$ cat config.mk
export PLATFORM = sky130hd
export DESIGN_NAME = usrb_top
export DESIGN_NICKNAME = d
export VERILOG_FILES = /design/src/shared/usrb_pkg.sv /design/src/design/usrb_rx_fifo.sv /design/src/design/usrb_top.sv
export SDC_FILE = /design/constraint.sdc
export NUM_CORES = 1
export LEC_CHECK = 0
export ABC_AREA = 0
export BUFFER_PORTS_ARGS = -buffer_cell sky130_fd_sc_hd__buf_2
export CORE_MARGIN = 4
export CORE_UTILIZATION = 35
export DETAILED_ROUTE_END_ITERATION = 12
export SETUP_SLACK_MARGIN = 0.4
export SLEW_MARGIN = 5
export SYNTH_ARGS = -nofsm -noshare
export SYNTH_HDL_FRONTEND = slang
export SYNTH_SLANG_ARGS = --single-unit
$ cat constraint.sdc
create_clock -name mclk -period 2.8 [get_ports mclk]
set_input_delay 0.14 -clock mclk [delete_from_list [all_inputs] [get_ports mclk]]
set_output_delay 0.14 -clock mclk [all_outputs]
set_load 0.05 [all_outputs]
$ cat src/shared/usrb_pkg.sv
// Constants shared by the receive-buffer, status and transmit-buffer block.
package usrb_pkg;
  localparam int          ADDR_W        = 4;
  localparam int          DATA_W        = 32;
  localparam logic [3:0]  OFS_DATA_PORT = 4'h0;
  localparam logic [3:0]  OFS_STATUS_A  = 4'h4;
  localparam logic [3:0]  OFS_CTRL_B    = 4'h8;
  localparam logic [3:0]  OFS_CTRL_C    = 4'hc;
  localparam logic [7:0]  RST_STATUS_A  = 8'h20;
  localparam logic [7:0]  RST_CTRL_B    = 8'h00;
  localparam logic [7:0]  RST_CTRL_C    = 8'h06;
  // Status A fields.
  localparam int          SA_RXC        = 7;
  localparam int          SA_TXC        = 6;
  localparam int          SA_TBE        = 5;
  localparam int          SA_FE         = 4;
  localparam int          SA_DOR        = 3;
  localparam int          SA_PE         = 2;
  localparam int          SA_DBL        = 1;
  localparam int          SA_MPF        = 0;
  // Control B fields.
  localparam int          CB_RXEN       = 4;
  localparam int          CB_TXEN       = 3;
  localparam int          CB_CS2        = 2;
  localparam int          CB_RX9        = 1;
  localparam int          CB_TX9        = 0;
  // Control C fields.
  localparam int          CC_SYNC       = 6;
  localparam int          CC_PM_HI      = 5;
  localparam int          CC_PM_LO      = 4;
  localparam int          CC_STOP2      = 3;
  localparam int          CC_CS_HI      = 2;
  localparam int          CC_CS_LO      = 1;
  // Character sizes and baud divisors.
  localparam logic [2:0]  CS_NINE       = 3'h7;
  localparam logic [3:0]  CS_BASE_BITS  = 4'h5;
  localparam logic [3:0]  NINE_BITS     = 4'h9;
  localparam logic [4:0]  DIV_NORMAL    = 5'h10;
  localparam logic [4:0]  DIV_DOUBLE    = 5'h08;
  localparam int          FRAME_W       = 13;
  // Receive entry layout: parity error, frame error, nine data bits.
  localparam int          RXE_W         = 11;
  localparam int          RXE_PE        = 10;
  localparam int          RXE_FE        = 9;
  localparam int          RX_DEPTH      = 2;
endpackage : usrb_pkg

$ cat src/design/usrb_rx_fifo.sv
// Small receive FIFO held in registers, with flush.
`timescale 1ns/10ps
module usrb_rx_fifo #(
  parameter int WIDTH = 11,
  parameter int DEPTH = 2
) (
  input  wire logic             mclk,
  input  wire logic             srst,
  input  wire logic             flush,
  input  wire logic             push,
  input  wire logic [WIDTH-1:0] wr_data,
  input  wire logic             pop,
  output logic      [WIDTH-1:0] rd_data,
  output logic                  full,
  output logic                  empty
);
  localparam int PW = (DEPTH > 1) ? $clog2(DEPTH) : 1;
  localparam int CW = $clog2(DEPTH + 1);
  localparam logic [PW-1:0] LAST_PTR = PW'(DEPTH - 1);
  localparam logic [CW-1:0] FULL_CNT = CW'(DEPTH);

  logic [WIDTH-1:0] mem_q [DEPTH];
  logic [PW-1:0]    wr_ptr_q;
  logic [PW-1:0]    rd_ptr_q;
  logic [CW-1:0]    count_q;
  logic             do_push;
  logic             do_pop;

  assign full    = (count_q == FULL_CNT);
  assign empty   = (count_q == '0);
  assign do_push = push && !full;
  assign do_pop  = pop && !empty;
  assign rd_data = mem_q[rd_ptr_q];

  always_ff @(posedge mclk) begin
    if (do_push && !flush) begin
      mem_q[wr_ptr_q] <= wr_data;
    end
  end

  always_ff @(posedge mclk) begin
    if (srst || flush) begin
      wr_ptr_q <= '0;
      rd_ptr_q <= '0;
      count_q  <= '0;
    end else begin
      if (do_push) begin
        wr_ptr_q <= (wr_ptr_q == LAST_PTR) ? '0 : wr_ptr_q + 1'b1;
      end
      if (do_pop) begin
        rd_ptr_q <= (rd_ptr_q == LAST_PTR) ? '0 : rd_ptr_q + 1'b1;
      end
      if (do_push && !do_pop) begin
        count_q <= count_q + 1'b1;
      end else if (do_pop && !do_push) begin
        count_q <= count_q - 1'b1;
      end
    end
  end
endmodule : usrb_rx_fifo

$ cat src/design/usrb_top.sv
// Serial channel data port, status flags, receive FIFO and address filter.
// Rules for this block and the software that drives it
// With the filter bit set, non-address frames are dropped, no buffer, no flag.
// Frame type comes from first stop bit, or from the ninth bit in 9-bit mode.
// Frame type one means address frame, zero means data frame.
// Transmitter ignores the filter bit; only reception filters.
// A 9-bit master sets the ninth bit for addresses, clears it for data.
// Slave software clears the filter when addressed and sets it after the data.
// Senders of 5- to 8-bit filtered traffic use two stop bits.
// Software avoids bit-wise read-modify-write on the filter bit location.
// One data-port address: writes fill transmit buffer, reads give receive data.
// Unused upper bits of short characters are dropped on send, zero on receive.
// Data-port writes while transmit buffer is full are ignored.
// Enabled transmitter loads buffer into empty shifter and shifts it out.
// Two-entry receive FIFO advances on every data-port read.
// Receive-complete shows unread data; receiver disable flushes the FIFO.
// Transmit-complete sets after last frame leaves idle; write one clears it.
// Transmit-buffer-empty shows room for data and is one after reset.
// Frame error describes the head character until it is read.
// Overrun sets on start bit with FIFO and shifter full; held until read.
// Parity error, when checking was on, describes the head character.
// Double speed cuts divisor from 16 to 8, asynchronous mode only.
// Software reads the received ninth bit before the low data bits.
// Software writes the transmit ninth bit before the low data bits.
// Each FIFO entry keeps its own frame error, parity error and ninth bit.
`timescale 1ns/10ps
module usrb_top #(
  parameter int RX_DEPTH = usrb_pkg::RX_DEPTH
) (
  input  wire logic                        mclk,
  input  wire logic                        srst,
  input  wire logic [usrb_pkg::ADDR_W-1:0] avs_address,
  input  wire logic                        avs_read,
  input  wire logic                        avs_write,
  input  wire logic [usrb_pkg::DATA_W-1:0] avs_writedata,
  input  wire logic [3:0]                  avs_byteenable,
  output logic      [usrb_pkg::DATA_W-1:0] avs_readdata,
  output logic                             avs_waitrequest,
  input  wire logic                        baud_tick,
  input  wire logic                        rx_frame_valid,
  input  wire logic [8:0]                  rx_frame_data,
  input  wire logic                        rx_frame_stop1,
  input  wire logic                        rx_frame_parity_bad,
  input  wire logic                        rx_start_det,
  output logic                             tx_serial,
  output logic                             rx_enable,
  output logic                             rx_half_rate,
  output logic      [2:0]                  rx_char_size
);
  logic [usrb_pkg::DATA_W-1:0] readdata_q;
  logic                        wait_q;
  logic                        wr_ack;
  logic                        rd_ack;
  logic [7:0]                  rd_byte;
  logic [7:0]                  wbyte;
  logic                        multi_proc_filter_q;
  logic                        double_speed_q;
  logic                        tx_complete_q;
  logic                        rx_en_q;
  logic                        tx_en_q;
  logic [2:0]                  char_size_sel_q;
  logic                        tx_ninth_bit_q;
  logic                        sync_mode_q;
  logic [1:0]                  parity_mode_q;
  logic                        stop_bits_sel_q;
  logic                        overrun_err_q;
  logic                        half_rate_q;
  logic [7:0]                  size_mask;
  logic [3:0]                  n_bits;
  logic                        nine_mode;
  logic                        frame_type;
  logic                        rx_accept;
  logic [usrb_pkg::RXE_W-1:0]  rx_entry;
  logic                        rx_pend_q;
  logic [usrb_pkg::RXE_W-1:0]  rx_pend_data_q;
  logic                        fifo_push;
  logic                        fifo_pop;
  logic                        fifo_full;
  logic                        fifo_empty;
  logic [usrb_pkg::RXE_W-1:0]  head;
  logic                        rx_complete;
  logic                        frame_err;
  logic                        parity_err;
  logic                        rx_ninth_bit;
  logic [8:0]                  tx_holding_buffer_q;
  logic                        tx_full_q;
  logic                        tx_buffer_empty;
  logic                        tx_busy_q;
  logic [usrb_pkg::FRAME_W-1:0] tx_shift_q;
  logic [3:0]                  tx_bits_q;
  logic [4:0]                  tx_tick_q;
  logic                        tx_serial_q;
  logic [4:0]                  div;
  logic                        tx_load;
  logic                        tx_bit_end;
  logic                        tx_done;
  logic [usrb_pkg::FRAME_W-1:0] frame_vec;
  logic [3:0]                  frame_len;
  assign wr_ack = avs_write && !wait_q && avs_byteenable[0];
  assign rd_ack = avs_read && !wait_q;
  assign wbyte  = avs_writedata[7:0];

  always_ff @(posedge mclk) begin
    if (srst) begin
      wait_q <= 1'b1;
    end else if ((avs_read || avs_write) && wait_q) begin
      wait_q <= 1'b0;
    end else begin
      wait_q <= 1'b1;
    end
  end
  assign nine_mode = (char_size_sel_q == usrb_pkg::CS_NINE);
  assign n_bits    = nine_mode ? usrb_pkg::NINE_BITS
                               : usrb_pkg::CS_BASE_BITS + {2'b00, char_size_sel_q[1:0]};
  assign size_mask = nine_mode ? 8'hff : 8'(8'hff >> (4'h8 - n_bits));
  assign rx_complete     = !fifo_empty;
  assign frame_err       = !fifo_empty && head[usrb_pkg::RXE_FE];
  assign parity_err      = !fifo_empty && head[usrb_pkg::RXE_PE];
  assign rx_ninth_bit    = !fifo_empty && head[8];
  assign tx_buffer_empty = !tx_full_q;

  always_comb begin
    rd_byte = 8'h00;
    unique case (avs_address)
      usrb_pkg::OFS_DATA_PORT: rd_byte = head[7:0];
      usrb_pkg::OFS_STATUS_A: begin
        rd_byte[usrb_pkg::SA_RXC] = rx_complete;
        rd_byte[usrb_pkg::SA_TXC] = tx_complete_q;
        rd_byte[usrb_pkg::SA_TBE] = tx_buffer_empty;
        rd_byte[usrb_pkg::SA_FE]  = frame_err;
        rd_byte[usrb_pkg::SA_DOR] = overrun_err_q;
        rd_byte[usrb_pkg::SA_PE]  = parity_err;
        rd_byte[usrb_pkg::SA_DBL] = double_speed_q;
        rd_byte[usrb_pkg::SA_MPF] = multi_proc_filter_q;
      end
      usrb_pkg::OFS_CTRL_B: begin
        rd_byte[usrb_pkg::CB_RXEN] = rx_en_q;
        rd_byte[usrb_pkg::CB_TXEN] = tx_en_q;
        rd_byte[usrb_pkg::CB_CS2]  = char_size_sel_q[2];
        rd_byte[usrb_pkg::CB_RX9]  = rx_ninth_bit;
        rd_byte[usrb_pkg::CB_TX9]  = tx_ninth_bit_q;
      end
      usrb_pkg::OFS_CTRL_C: begin
        rd_byte[usrb_pkg::CC_SYNC]  = sync_mode_q;
        rd_byte[usrb_pkg::CC_PM_HI] = parity_mode_q[1];
        rd_byte[usrb_pkg::CC_PM_LO] = parity_mode_q[0];
        rd_byte[usrb_pkg::CC_STOP2] = stop_bits_sel_q;
        rd_byte[usrb_pkg::CC_CS_HI] = char_size_sel_q[1];
        rd_byte[usrb_pkg::CC_CS_LO] = char_size_sel_q[0];
      end
      default: rd_byte = 8'h00;
    endcase
  end

  always_ff @(posedge mclk) begin
    if (srst) begin
      readdata_q <= '0;
    end else if (avs_read && wait_q) begin
      readdata_q <= {24'h000000, rd_byte};
    end
  end
  always_ff @(posedge mclk) begin
    if (srst) begin
      multi_proc_filter_q <= usrb_pkg::RST_STATUS_A[usrb_pkg::SA_MPF];
      double_speed_q      <= usrb_pkg::RST_STATUS_A[usrb_pkg::SA_DBL];
    end else if (wr_ack && avs_address == usrb_pkg::OFS_STATUS_A) begin
      multi_proc_filter_q <= wbyte[usrb_pkg::SA_MPF];
      double_speed_q      <= wbyte[usrb_pkg::SA_DBL];
    end
  end

  always_ff @(posedge mclk) begin
    if (srst) begin
      rx_en_q            <= usrb_pkg::RST_CTRL_B[usrb_pkg::CB_RXEN];
      tx_en_q            <= usrb_pkg::RST_CTRL_B[usrb_pkg::CB_TXEN];
      char_size_sel_q[2] <= usrb_pkg::RST_CTRL_B[usrb_pkg::CB_CS2];
      tx_ninth_bit_q     <= usrb_pkg::RST_CTRL_B[usrb_pkg::CB_TX9];
    end else if (wr_ack && avs_address == usrb_pkg::OFS_CTRL_B) begin
      rx_en_q            <= wbyte[usrb_pkg::CB_RXEN];
      tx_en_q            <= wbyte[usrb_pkg::CB_TXEN];
      char_size_sel_q[2] <= wbyte[usrb_pkg::CB_CS2];
      tx_ninth_bit_q     <= wbyte[usrb_pkg::CB_TX9];
    end
  end

  always_ff @(posedge mclk) begin
    if (srst) begin
      sync_mode_q          <= usrb_pkg::RST_CTRL_C[usrb_pkg::CC_SYNC];
      parity_mode_q        <= usrb_pkg::RST_CTRL_C[usrb_pkg::CC_PM_HI:usrb_pkg::CC_PM_LO];
      stop_bits_sel_q      <= usrb_pkg::RST_CTRL_C[usrb_pkg::CC_STOP2];
      char_size_sel_q[1:0] <= usrb_pkg::RST_CTRL_C[usrb_pkg::CC_CS_HI:usrb_pkg::CC_CS_LO];
    end else if (wr_ack && avs_address == usrb_pkg::OFS_CTRL_C) begin
      sync_mode_q          <= wbyte[usrb_pkg::CC_SYNC];
      parity_mode_q        <= wbyte[usrb_pkg::CC_PM_HI:usrb_pkg::CC_PM_LO];
      stop_bits_sel_q      <= wbyte[usrb_pkg::CC_STOP2];
      char_size_sel_q[1:0] <= wbyte[usrb_pkg::CC_CS_HI:usrb_pkg::CC_CS_LO];
    end
  end

  // Only a written one clears the completion flag; a new completion wins.
  always_ff @(posedge mclk) begin
    if (srst) begin
      tx_complete_q <= usrb_pkg::RST_STATUS_A[usrb_pkg::SA_TXC];
    end else if (tx_done && !tx_full_q) begin
      tx_complete_q <= 1'b1;
    end else if (wr_ack && avs_address == usrb_pkg::OFS_STATUS_A
                 && wbyte[usrb_pkg::SA_TXC]) begin
      tx_complete_q <= 1'b0;
    end
  end
  assign frame_type = nine_mode ? rx_frame_data[8] : rx_frame_stop1;
  assign rx_accept  = rx_en_q && rx_frame_valid
                      && (!multi_proc_filter_q || frame_type);
  assign rx_entry   = {rx_frame_parity_bad && parity_mode_q[1],
                       !rx_frame_stop1,
                       nine_mode && rx_frame_data[8],
                       rx_frame_data[7:0] & size_mask};

  always_ff @(posedge mclk) begin
    if (srst || !rx_en_q) begin
      rx_pend_q      <= 1'b0;
      rx_pend_data_q <= '0;
    end else if (rx_accept) begin
      rx_pend_q      <= 1'b1;
      rx_pend_data_q <= rx_entry;
    end else if (fifo_push) begin
      rx_pend_q      <= 1'b0;
    end
  end

  assign fifo_push = rx_pend_q && !fifo_full;
  assign fifo_pop  = rd_ack && avs_address == usrb_pkg::OFS_DATA_PORT;

  usrb_rx_fifo #(
    .WIDTH (usrb_pkg::RXE_W),
    .DEPTH (RX_DEPTH)
  ) u_rx_fifo (
    .mclk    (mclk),
    .srst    (srst),
    .flush   (!rx_en_q),
    .push    (fifo_push),
    .wr_data (rx_pend_data_q),
    .pop     (fifo_pop),
    .rd_data (head),
    .full    (fifo_full),
    .empty   (fifo_empty)
  );
  always_ff @(posedge mclk) begin
    if (srst || !rx_en_q) begin
      overrun_err_q <= 1'b0;
    end else if (rx_start_det && fifo_full && rx_pend_q) begin
      overrun_err_q <= 1'b1;
    end else if (fifo_pop) begin
      overrun_err_q <= 1'b0;
    end
  end
  assign div = (double_speed_q && !sync_mode_q) ? usrb_pkg::DIV_DOUBLE
                                                 : usrb_pkg::DIV_NORMAL;

  always_ff @(posedge mclk) begin
    if (srst) begin
      half_rate_q <= 1'b0;
    end else begin
      half_rate_q <= double_speed_q && !sync_mode_q;
    end
  end
  always_ff @(posedge mclk) begin
    if (srst) begin
      tx_full_q           <= 1'b0;
      tx_holding_buffer_q <= '0;
    end else if (wr_ack && avs_address == usrb_pkg::OFS_DATA_PORT && !tx_full_q) begin
      tx_full_q           <= 1'b1;
      tx_holding_buffer_q <= {nine_mode && tx_ninth_bit_q, wbyte & size_mask};
    end else if (tx_load) begin
      tx_full_q           <= 1'b0;
    end
  end
  always_comb begin
    frame_vec    = '1;
    frame_vec[0] = 1'b0;
    for (int i = 0; i < 9; i++) begin
      if (4'(i) < n_bits) begin
        frame_vec[i + 1] = tx_holding_buffer_q[i];
      end
    end
    if (parity_mode_q[1]) begin
      frame_vec[n_bits + 4'h1] = (^tx_holding_buffer_q) ^ parity_mode_q[0];
    end
    frame_len = 4'h1 + n_bits + {3'b000, parity_mode_q[1]}
                + (stop_bits_sel_q ? 4'h2 : 4'h1);
  end

  assign tx_load    = (tx_en_q || tx_busy_q) && tx_full_q && !tx_busy_q;
  assign tx_bit_end = tx_busy_q && baud_tick && (tx_tick_q == div - 5'h01);
  assign tx_done    = tx_bit_end && (tx_bits_q == 4'h1);

  always_ff @(posedge mclk) begin
    if (srst) begin
      tx_busy_q   <= 1'b0;
      tx_shift_q  <= '1;
      tx_bits_q   <= '0;
      tx_tick_q   <= '0;
      tx_serial_q <= 1'b1;
    end else if (tx_load) begin
      tx_busy_q   <= 1'b1;
      tx_shift_q  <= frame_vec;
      tx_bits_q   <= frame_len;
      tx_tick_q   <= '0;
      tx_serial_q <= frame_vec[0];
    end else if (tx_done) begin
      tx_busy_q   <= 1'b0;
      tx_serial_q <= 1'b1;
    end else if (tx_bit_end) begin
      tx_shift_q  <= {1'b1, tx_shift_q[usrb_pkg::FRAME_W-1:1]};
      tx_serial_q <= tx_shift_q[1];
      tx_bits_q   <= tx_bits_q - 4'h1;
      tx_tick_q   <= '0;
    end else if (tx_busy_q && baud_tick) begin
      tx_tick_q   <= tx_tick_q + 5'h01;
    end
  end

  assign avs_readdata    = readdata_q;
  assign avs_waitrequest = wait_q;
  assign tx_serial       = tx_serial_q;
  assign rx_enable       = rx_en_q;
  assign rx_half_rate    = half_rate_q;
  assign rx_char_size    = char_size_sel_q;
endmodule : usrb_top

==> results.yml, run 1 <==
status:
  status: "finished clean"
worst_setup_path:
  startpoint_type: "flop"
  cp_max_fo: 11
  reg2reg_depth: 8
  critPathKind: "flop to flop"
  path_depth: 8
  path_buf_inv: 1
  critical_path_arrival_ns: 2.53
  cp-end-kind: "flop"
  slowest_stage: "dfxtp_4"
  worstPathCellList: "ha_4 -> a21bo_2 -> ha_1 -> inv_2 -> ha_1 -> a2111o_1 -> a32oi_1 -> a21oi_1"
  worstPathRequired_ns: 3.01
  crit_path_frequent_cell: "ha_1"
  cp_top_family: "compound AO/OA/AOI/OAI gates"
  max_stage_delay_ns: 0.39
run:
  cap_violations: 0
floorplanning:
  pin_count: 97
  fp.coreArea_um2: 13200
  die_area_um2: 15400
  start_util_pct: 35.6
  fp.dieW_um: 124
  placementRows: 42
  die_h_um: 124
placed_design:
  place_congestion: 0.826
  dp_cells: 693
  numPortBuffers: 45
  dp_hpwl_um: 8550
sta:
  rsz0062_at_grt: "yes"
  hold_viol: 0
  fin_skew_ns: 0.00759
  fin_tns_setup_ns: 0
  slew-limit-headroom_pct: 41.7
  finalCriticalPeriod_ns: 2.32
  report.final.slew_viol_count: 0
  finalSetupViolations: 0
  tightest_slew_ns: 0.871
  fmax_mhz: 431
  period_share_pct: 82.9
clocking:
  cts_tree: "built"
  cts_max_level: 3
  post_cts_buffers: 0
  cts_inserted_buffers: 9
  cts_buffer_depth: 2
  clock_latency_ns: 0.35
  path_clk_slew_ns: 0.07
  cts_sinks: 95
  root_buffer: "clkbuf_16"
min_path:
  hold_path_class: "input port to flop"
  whs_path_depth: 2
yosys:
  synth_top_family_by_area: "simple AND/OR/NAND/NOR gates"
  synth-adder-area-share_pct: 4.93
  synth_compound_area_share_pct: 14.5
  synth_area_um2: 4720
  yosysUniqueCellTypes: 67
  async_flop_share_pct: 0
  synth_xor_area_share_pct: 4.24
  syn_avg_cell_area_um2: 9.67
  synthMuxAreaShare_pct: 8.44
  synth-seq-cells: 95
  synth_simple_gate_area_share_pct: 16.5
  synth_flop_cell: "dfxtp_1"
  yosys_warnings: 0
  synth-edff-count: 22
  syn_inst: 488
  seq_area_frac_synth_pct: 45.0
pwr:
  max-vdd-ir-drop_mv: 0.356
  cellPowerDensity_nw_per_um2: 514
  total_leakage_power_nw: 2.01
routing:
  via_per_inst: 5.10
  first_pass_iters: 4
  vias: 3622
  wl_per_cell_um: 16.0
  drc: 0
  postRouteAntennaNets: 0
  dr.first_iter.drc_count: 177
  drt-total-wl_um: 11400
cells_and_area:
  final_cells: 710
  final_common_cell: "dfxtp_1"
  drive_above_1_share_pct: 17.8
  antenna_cells: 0
  final_nets: 605
  layout_common_cells: "71 x dfxtp_1, 45 x buf_2, 42 x nand2_1, 42 x nor2_1, 39 x a21oi_1"
  utilization_pct: 40.4
  nFillCells: 1330
  areaGrowthSynthToFinish_pct: 13.5
global_route:
  grt_pass1_vias: 3608
  globalRouteTotalUtil_pct: 15.8
  grt_max_degree: 38
  grt_pass1_wl_um: 18500
  antenna_found_initial: 0
  overflow: 0
## layout make-up
class	count	area, um2	share of cell area, %
clock buffers	10	239	4.46
well taps	176	220	4.11
repair buffers	52	280	5.24
multi-input cells	360	2400	44.8
inverters	11	41.3	0.771
flip-flops and latches	95	2130	39.8
clock inverters	6	46.3	0.865
## Yosys cell counts (4+ instances only)
cell type  number  area [um2]
a211oi_1        8        60.1
a21oi_1        39         195
a22oi_1         5        37.5
and4_1          4        35.0
buf_4          24         180
clkbuf_1       19        71.3
dfxtp_1        73        1460
edfxtp_1       22         661
ha_1           17         213
inv_1          10        37.5
mux2_2         12         135
mux2i_1        24         240
nand2_1        42         158
nand2b_1        4        25.0
nand3_1        23         115
nand4_1         6        37.5
nor2_1         43         161
nor3_1          9        45.0
o211ai_1        6        45.0
o21ai_0        15        75.1
xnor2_1        10        87.6
xor2_1          7        61.3
## metal layers
| layer | vias up | GRT usage (%) | part of all wire [%] |
|---|---|---|---|
| met3 | 13 | 3.18 | 4.3 |
| met1 | 1733 | 19.3 | 44 |
| met5 | - | 0 | 0 |
| met4 | 0 | 5.95 | 1.8 |
| met2 | 79 | 27.3 | 50 |
| li1 | 1797 | - | - |
## worst paths after layout
check | slack [ns] | from | to
max | 0.48 | rx_char_size[0] | tx_bits_q[3]
min | 0.04 | avs_write | avs_waitrequest
min reg2reg | 0.46 | rx_pend_data_q[10] | u_rx_fifo.mem_q[1][10]
max reg2reg | 0.48 | rx_char_size[0] | tx_bits_q[3]
## logic make-up (layout without fill, tap and decap cells)
logic type	Yosys count	in the layout
mux	37	37
buf+inv	56	79
other cells	1	24
fa+ha+maj	18	18
compound gates	105	105
flops	95	95
xor+xnor	19	19
simple gates	157	157
## repair_timing
action	4_1_cts	5_1_grt
hold buffers	1	0
resized for setup	1	2
hold endpoints to repair	1	0
setup endpoints to repair	1	7
## through the flow
step | area [um2] | hold slack, ns | power [W] | worst slack (ns)
after floorplan | 4810 | 0.236 | 0.00158 | 0.414
after global placement | 5040 | 0.344 | 0.00160 | 0.386
after detailed placement | 5040 | 0.351 | 0.00160 | 0.359
after CTS | 5350 | 0.0223 | 0.00279 | 0.424
after global routing | 5350 | 0.0362 | 0.00285 | 0.337
final | 5350 | 0.0386 | 0.00275 | 0.478
## power breakdown
part	total (W)	switching [W]	internal [W]
Combinational	0.000173	0.000137	0.0000362
Sequential	0.00140	0.00000349	0.00140
Clock	0.00118	0.000550	0.000629
Total	0.00275	0.000691	0.00206
## registers in the layout, summed over array words and instances (netlist names), 2 cells and up, named ones only
register and flops:
avs_readdata 8, parity_mode_q 2, rx_char_size 3, rx_pend_data_q 11, tx_bits_q 4, tx_holding_buffer_q 9
tx_shift_q 11, tx_tick_q 5, u_rx_fifo.count_q 2, u_rx_fifo.mem_q 22
(Power assumes the default switching activity.)
==> run 2, diff against run 1 <==
Clock period 2.8 ns to 2.3 ns, I/O delays scaled along.
==> results.yml, run 2 (synthesized netlist as in run 1, its figures left out) <==
status:
  status: "finished clean"
run:
  cap_violations: 0
sta:
  finalSetupViolations: 0
  finalCriticalPeriod_ns: 2.10
  fin_tns_setup_ns: 0
  hold_viol: 0
  rsz0062_at_grt: "yes"
  fmax_mhz: 476
  tightest_slew_ns: 0.681
  hold_ws_ns: 0.0262
  fin_skew_ns: 0.00353
  slew-limit-headroom_pct: 54.5
  report.final.slew_viol_count: 0
  period_share_pct: 91.4
cells_and_area:
  areaGrowthSynthToFinish_pct: 23.9
  antenna_cells: 0
  utilization_pct: 44.1
  regMostFlops: "u_rx_fifo.mem_q"
  largest_reg_flops: 22
  final_nets: 633
  final_common_cell: "dfxtp_1"
  finalInstanceArea_um2: 5840
  reg_top3: "u_rx_fifo.mem_q: 22 flops, rx_pend_data_q: 11 flops, tx_shift_q: 11 flops"
  nFillCells: 1267
  layout_common_cells: "59 x dfxtp_1, 45 x buf_2, 43 x nor2_1, 41 x nand2_1, 36 x a21oi_1"
  drive_above_1_share_pct: 28.3
min_path:
  min_from: "rx_frame_data[6]"
  hold_path_class: "input port to flop"
routing:
  vias: 3810
  postRouteAntennaNets: 0
  via_per_inst: 5.16
  first_pass_iters: 5
  drt-total-wl_um: 12200
  drc: 0
  dr.first_iter.drc_count: 170
  wl_per_cell_um: 16.5
placed_design:
  dp_hpwl_um: 8680
  place_congestion: 0.842
  placed_area_um2: 5180
  numPortBuffers: 45
global_route:
  grt_pass1_vias: 3679
  globalRouteTotalUtil_pct: 16.2
  grt_max_degree: 24
  grt_pass1_wl_um: 19100
  overflow: 0
  antenna_found_initial: 0
floorplanning:
  placementRows: 42
  fp.dieW_um: 124
  pin_count: 97
  fp.coreArea_um2: 13200
  start_util_pct: 35.6
  die_h_um: 124
  die_area_um2: 15400
clocking:
  clock_latency_ns: 0.34
  cts_tree: "built"
  cts_max_level: 3
  cts_buffer_depth: 2
  cts_sinks: 95
  path_clk_slew_ns: 0.07
  cts_inserted_buffers: 9
  root_buffer: "clkbuf_16"
worst_setup_path:
  critPathKind: "flop to flop"
  r2r_start: "rx_char_size[0]"
  startpoint_type: "flop"
  cp-end-kind: "flop"
  critical_path_arrival_ns: 2.33
  cp_max_fo: 4
  worstPathRequired_ns: 2.52
  crit_start: "rx_char_size[0]"
pwr:
  cellPowerDensity_nw_per_um2: 601
  max-vdd-ir-drop_mv: 0.346
  total_leakage_power_nw: 2.18
==> run 2: changes by cell type in the layout (fill, tap and decap cells not counted), sizes merged <==
| cell | change |
|---|---|
| bufinv | +2 |
| clkinvlp | -1 |
| clkinv | -3 |
| inv | +1 |
| clkbuf | +1 |
| buf | +28 |
==> run 2: area by class of cell <==
class,instances,area (um2),share of cell area (%)
sequential,95,2150,36.7
tap,176,220,3.77
clock inverter,5,81.3,1.39
multi-input combinational,360,2620,44.8
timing repair buffer,80,502,8.58
clock buffer,11,233,3.98
inverter,11,43.8,0.749
==> run 2: critical path: stages, from the launching register on <==
cell,delay (ns)
dfxtp_4,0.38
buf_4,0.13
a21bo_4,0.25
ha_4,0.25
inv_4,0.09
ha_4,0.20
a2111o_1,0.44
a32oi_1,0.17
a21oi_1,0.08
==> run 2: repair_timing <==
item                                   in CTS  in global routing
setup buffers                              10                  9
resized for setup                          15                 30
gates cloned                                0                  0
endpoints found under the hold margin       1                  0
setup endpoints to repair                  25                 36
pin swaps                                   9                 16
hold buffers                                1                  0
==> run 2: metal layers <==
layer / GRT usage, % / wire length [um] / vias to the layer above
li1: - / - / 1859
met3: 2.77 / 526 / 12
met5: 0 / 0 / -
met4: 5.07 / 141 / 0
met2: 26.3 / 5870 / 100
met1: 22.2 / 5620 / 1839
==> run 2: path summary, 6_finish.rpt <==
check / cells after the start / slack (ns) / endpoint
max: 8 / 0.20 / tx_bits_q[3]
min: 3 / 0.03 / rx_pend_data_q[6]
max reg2reg: 8 / 0.20 / tx_bits_q[3]
min reg2reg: 0 / 0.46 / u_rx_fifo.mem_q[0][10]
==> run 2: through the flow <==
step	std cells	total power [W]	worst slack, ns
global route	738	0.00363	0.146
finish	738	0.00351	0.197
CTS	729	0.00354	0.232
global placement	702	0.00195	0.158
floorplan	511	0.00193	0.0769
detailed placement	702	0.00196	0.122
==> run 2: power breakdown <==
group          internal [W]  switching (W)
Combinational     0.0000513       0.000174
Sequential          0.00170     0.00000472
Clock              0.000956       0.000628
==> run 3, diff against run 2 <==
Settings changed: CORE_MARGIN 4 to 3, CTS_BUF_LIST set to sky130_fd_sc_hd__clkbuf_8.
==> results.yml, run 3 (synthesized netlist as in run 1, its figures left out) <==
global_route:
  grt_max_degree: 37
  antenna_found_initial: 0
  grt_pass1_vias: 3723
  grt_pass1_wl_um: 19100
  globalRouteTotalUtil_pct: 16.8
  overflow: 0
pwr:
  total_leakage_power_nw: 2.21
  cellPowerDensity_nw_per_um2: 508
  max-vdd-ir-drop_mv: 0.242
clocking:
  cts_tree: "built"
  path_clk_slew_ns: 0.09
  cts_sinks: 95
  cts_buffer_depth: 2
  root_buffer: "clkbuf_8"
  clock_latency_ns: 0.38
  cts_inserted_buffers: 9
  cts_max_level: 3
floorplanning:
  die_area_um2: 14900
  start_util_pct: 36.6
  pin_count: 97
  fp.dieW_um: 122
  placementRows: 41
  die_h_um: 122
  fp.coreArea_um2: 12900
sta:
  hold_ws_ns: 0.0195
  fin_tns_setup_ns: 0
  finalSetupViolations: 0
  tightest_slew_ns: 0.682
  period_share_pct: 91.7
  slew-limit-headroom_pct: 54.4
  hold_viol: 0
  finalCriticalPeriod_ns: 2.11
  fin_skew_ns: 0.0122
  rsz0062_at_grt: "yes"
  fmax_mhz: 474
  report.final.slew_viol_count: 0
worst_setup_path:
  cp_max_fo: 5
  cp-end-kind: "flop"
  crit_path_frequent_cell: "ha_4"
  worstPathRequired_ns: 2.55
  slowest_stage: "a2111o_1"
  critical_path_arrival_ns: 2.36
  critPathKind: "flop to flop"
  path_buf_inv: 1
  startpoint_type: "flop"
  max_stage_delay_ns: 0.42
  worstPathCellList: "ha_4 -> a21bo_4 -> ha_4 -> inv_6 -> ha_4 -> a2111o_1 -> a32oi_1 -> a21oi_1"
  cp_top_family: "compound AO/OA/AOI/OAI gates"
run:
  cap_violations: 0
cells_and_area:
  drive_above_1_share_pct: 27.6
  layout_common_cells: "62 x dfxtp_1, 45 x buf_2, 42 x nor2_1, 41 x nand2_1, 34 x a21oi_1"
  final_common_cell: "dfxtp_1"
  antenna_cells: 0
  final_cells: 751
  areaGrowthSynthToFinish_pct: 24.3
  regMostFlops: "u_rx_fifo.mem_q"
  largest_reg_flops: 22
  final_nets: 650
  reg_top3: "u_rx_fifo.mem_q: 22 flops, rx_pend_data_q: 11 flops, tx_shift_q: 11 flops"
routing:
  vias: 3865
  dr.first_iter.drc_count: 306
  first_pass_iters: 4
  drc: 0
  via_per_inst: 5.15
  postRouteAntennaNets: 0
  wl_per_cell_um: 15.9
  drt-total-wl_um: 12000
placed_design:
  dp_hpwl_um: 8610
  numPortBuffers: 45
  dp_cells: 704
  place_congestion: 0.792
min_path:
  hold_path_class: "input port to flop"
status:
  status: "finished clean"
run 3: power breakdown:
part / switching (W) / total (W) / internal [W]
logic: 0.000176 / 0.000245 / 0.0000698
clock network: 0.000606 / 0.00103 / 0.000429
registers: 0.00000461 / 0.00170 / 0.00170
run 3: layout make-up:
| class | count | area [um2] |
|---|---|---|
| Clock buffer | 10 | 138 |
| Fill cell | 1227 | 7010 |
| Clock inverter | 6 | 42.5 |
| Timing Repair Buffer | 97 | 666 |
| Sequential cell | 95 | 2150 |
| Tap cell | 172 | 215 |
| Multi-Input combinational cell | 360 | 2610 |
| Inverter | 11 | 46.3 |
run 3: per-stage QoR:
| step | worst slack (ns) | total power, W | utilization [%] | cell area (um2) |
|---|---|---|---|---|
| after floorplan | 0.0769 | 0.00193 | - | 4900 |
| after global placement | 0.133 | 0.00195 | 40.6 | 5230 |
| after detailed placement | 0.0829 | 0.00196 | 40.6 | 5230 |
| after CTS | 0.206 | 0.00301 | 44.3 | 5700 |
| after global routing | 0.104 | 0.00310 | 45.5 | 5860 |
| final | 0.192 | 0.00298 | 45.5 | 5860 |
run 3: final timing paths:
check	slack, ns	from	end	cells after the start
max	0.19	rx_char_size[1]	tx_bits_q[3]	8
min	0.02	avs_writedata[0]	multi_proc_filter_q	3
max reg2reg	0.19	rx_char_size[1]	tx_bits_q[3]	8
min reg2reg	0.46	avs_readdata[1]	avs_readdata[1]	2
run 3: worst register-to-register path, stage by stage, from the launching register on:
cell	delay, ns
dfxtp_4	0.38
ha_4	0.16
a21bo_4	0.23
ha_4	0.29
inv_6	0.04
ha_4	0.20
a2111o_1	0.42
a32oi_1	0.16
a21oi_1	0.08
run 3: timing repair:
item                                   in CTS  in global routing
setup endpoints to repair                  23                 29
hold buffers                               17                  0
resized for setup                          18                 26
pin swaps                                  11                 15
setup buffers                               8                  6
endpoints found under the hold margin      16                  0
run 3: metal layers:
metal / track usage (%) / routed length [um]
met4: 6.72 / 197
met1: 22.1 / 5590
met2: 27.0 / 5600
met5: 3.82 / 75
met3: 2.88 / 508
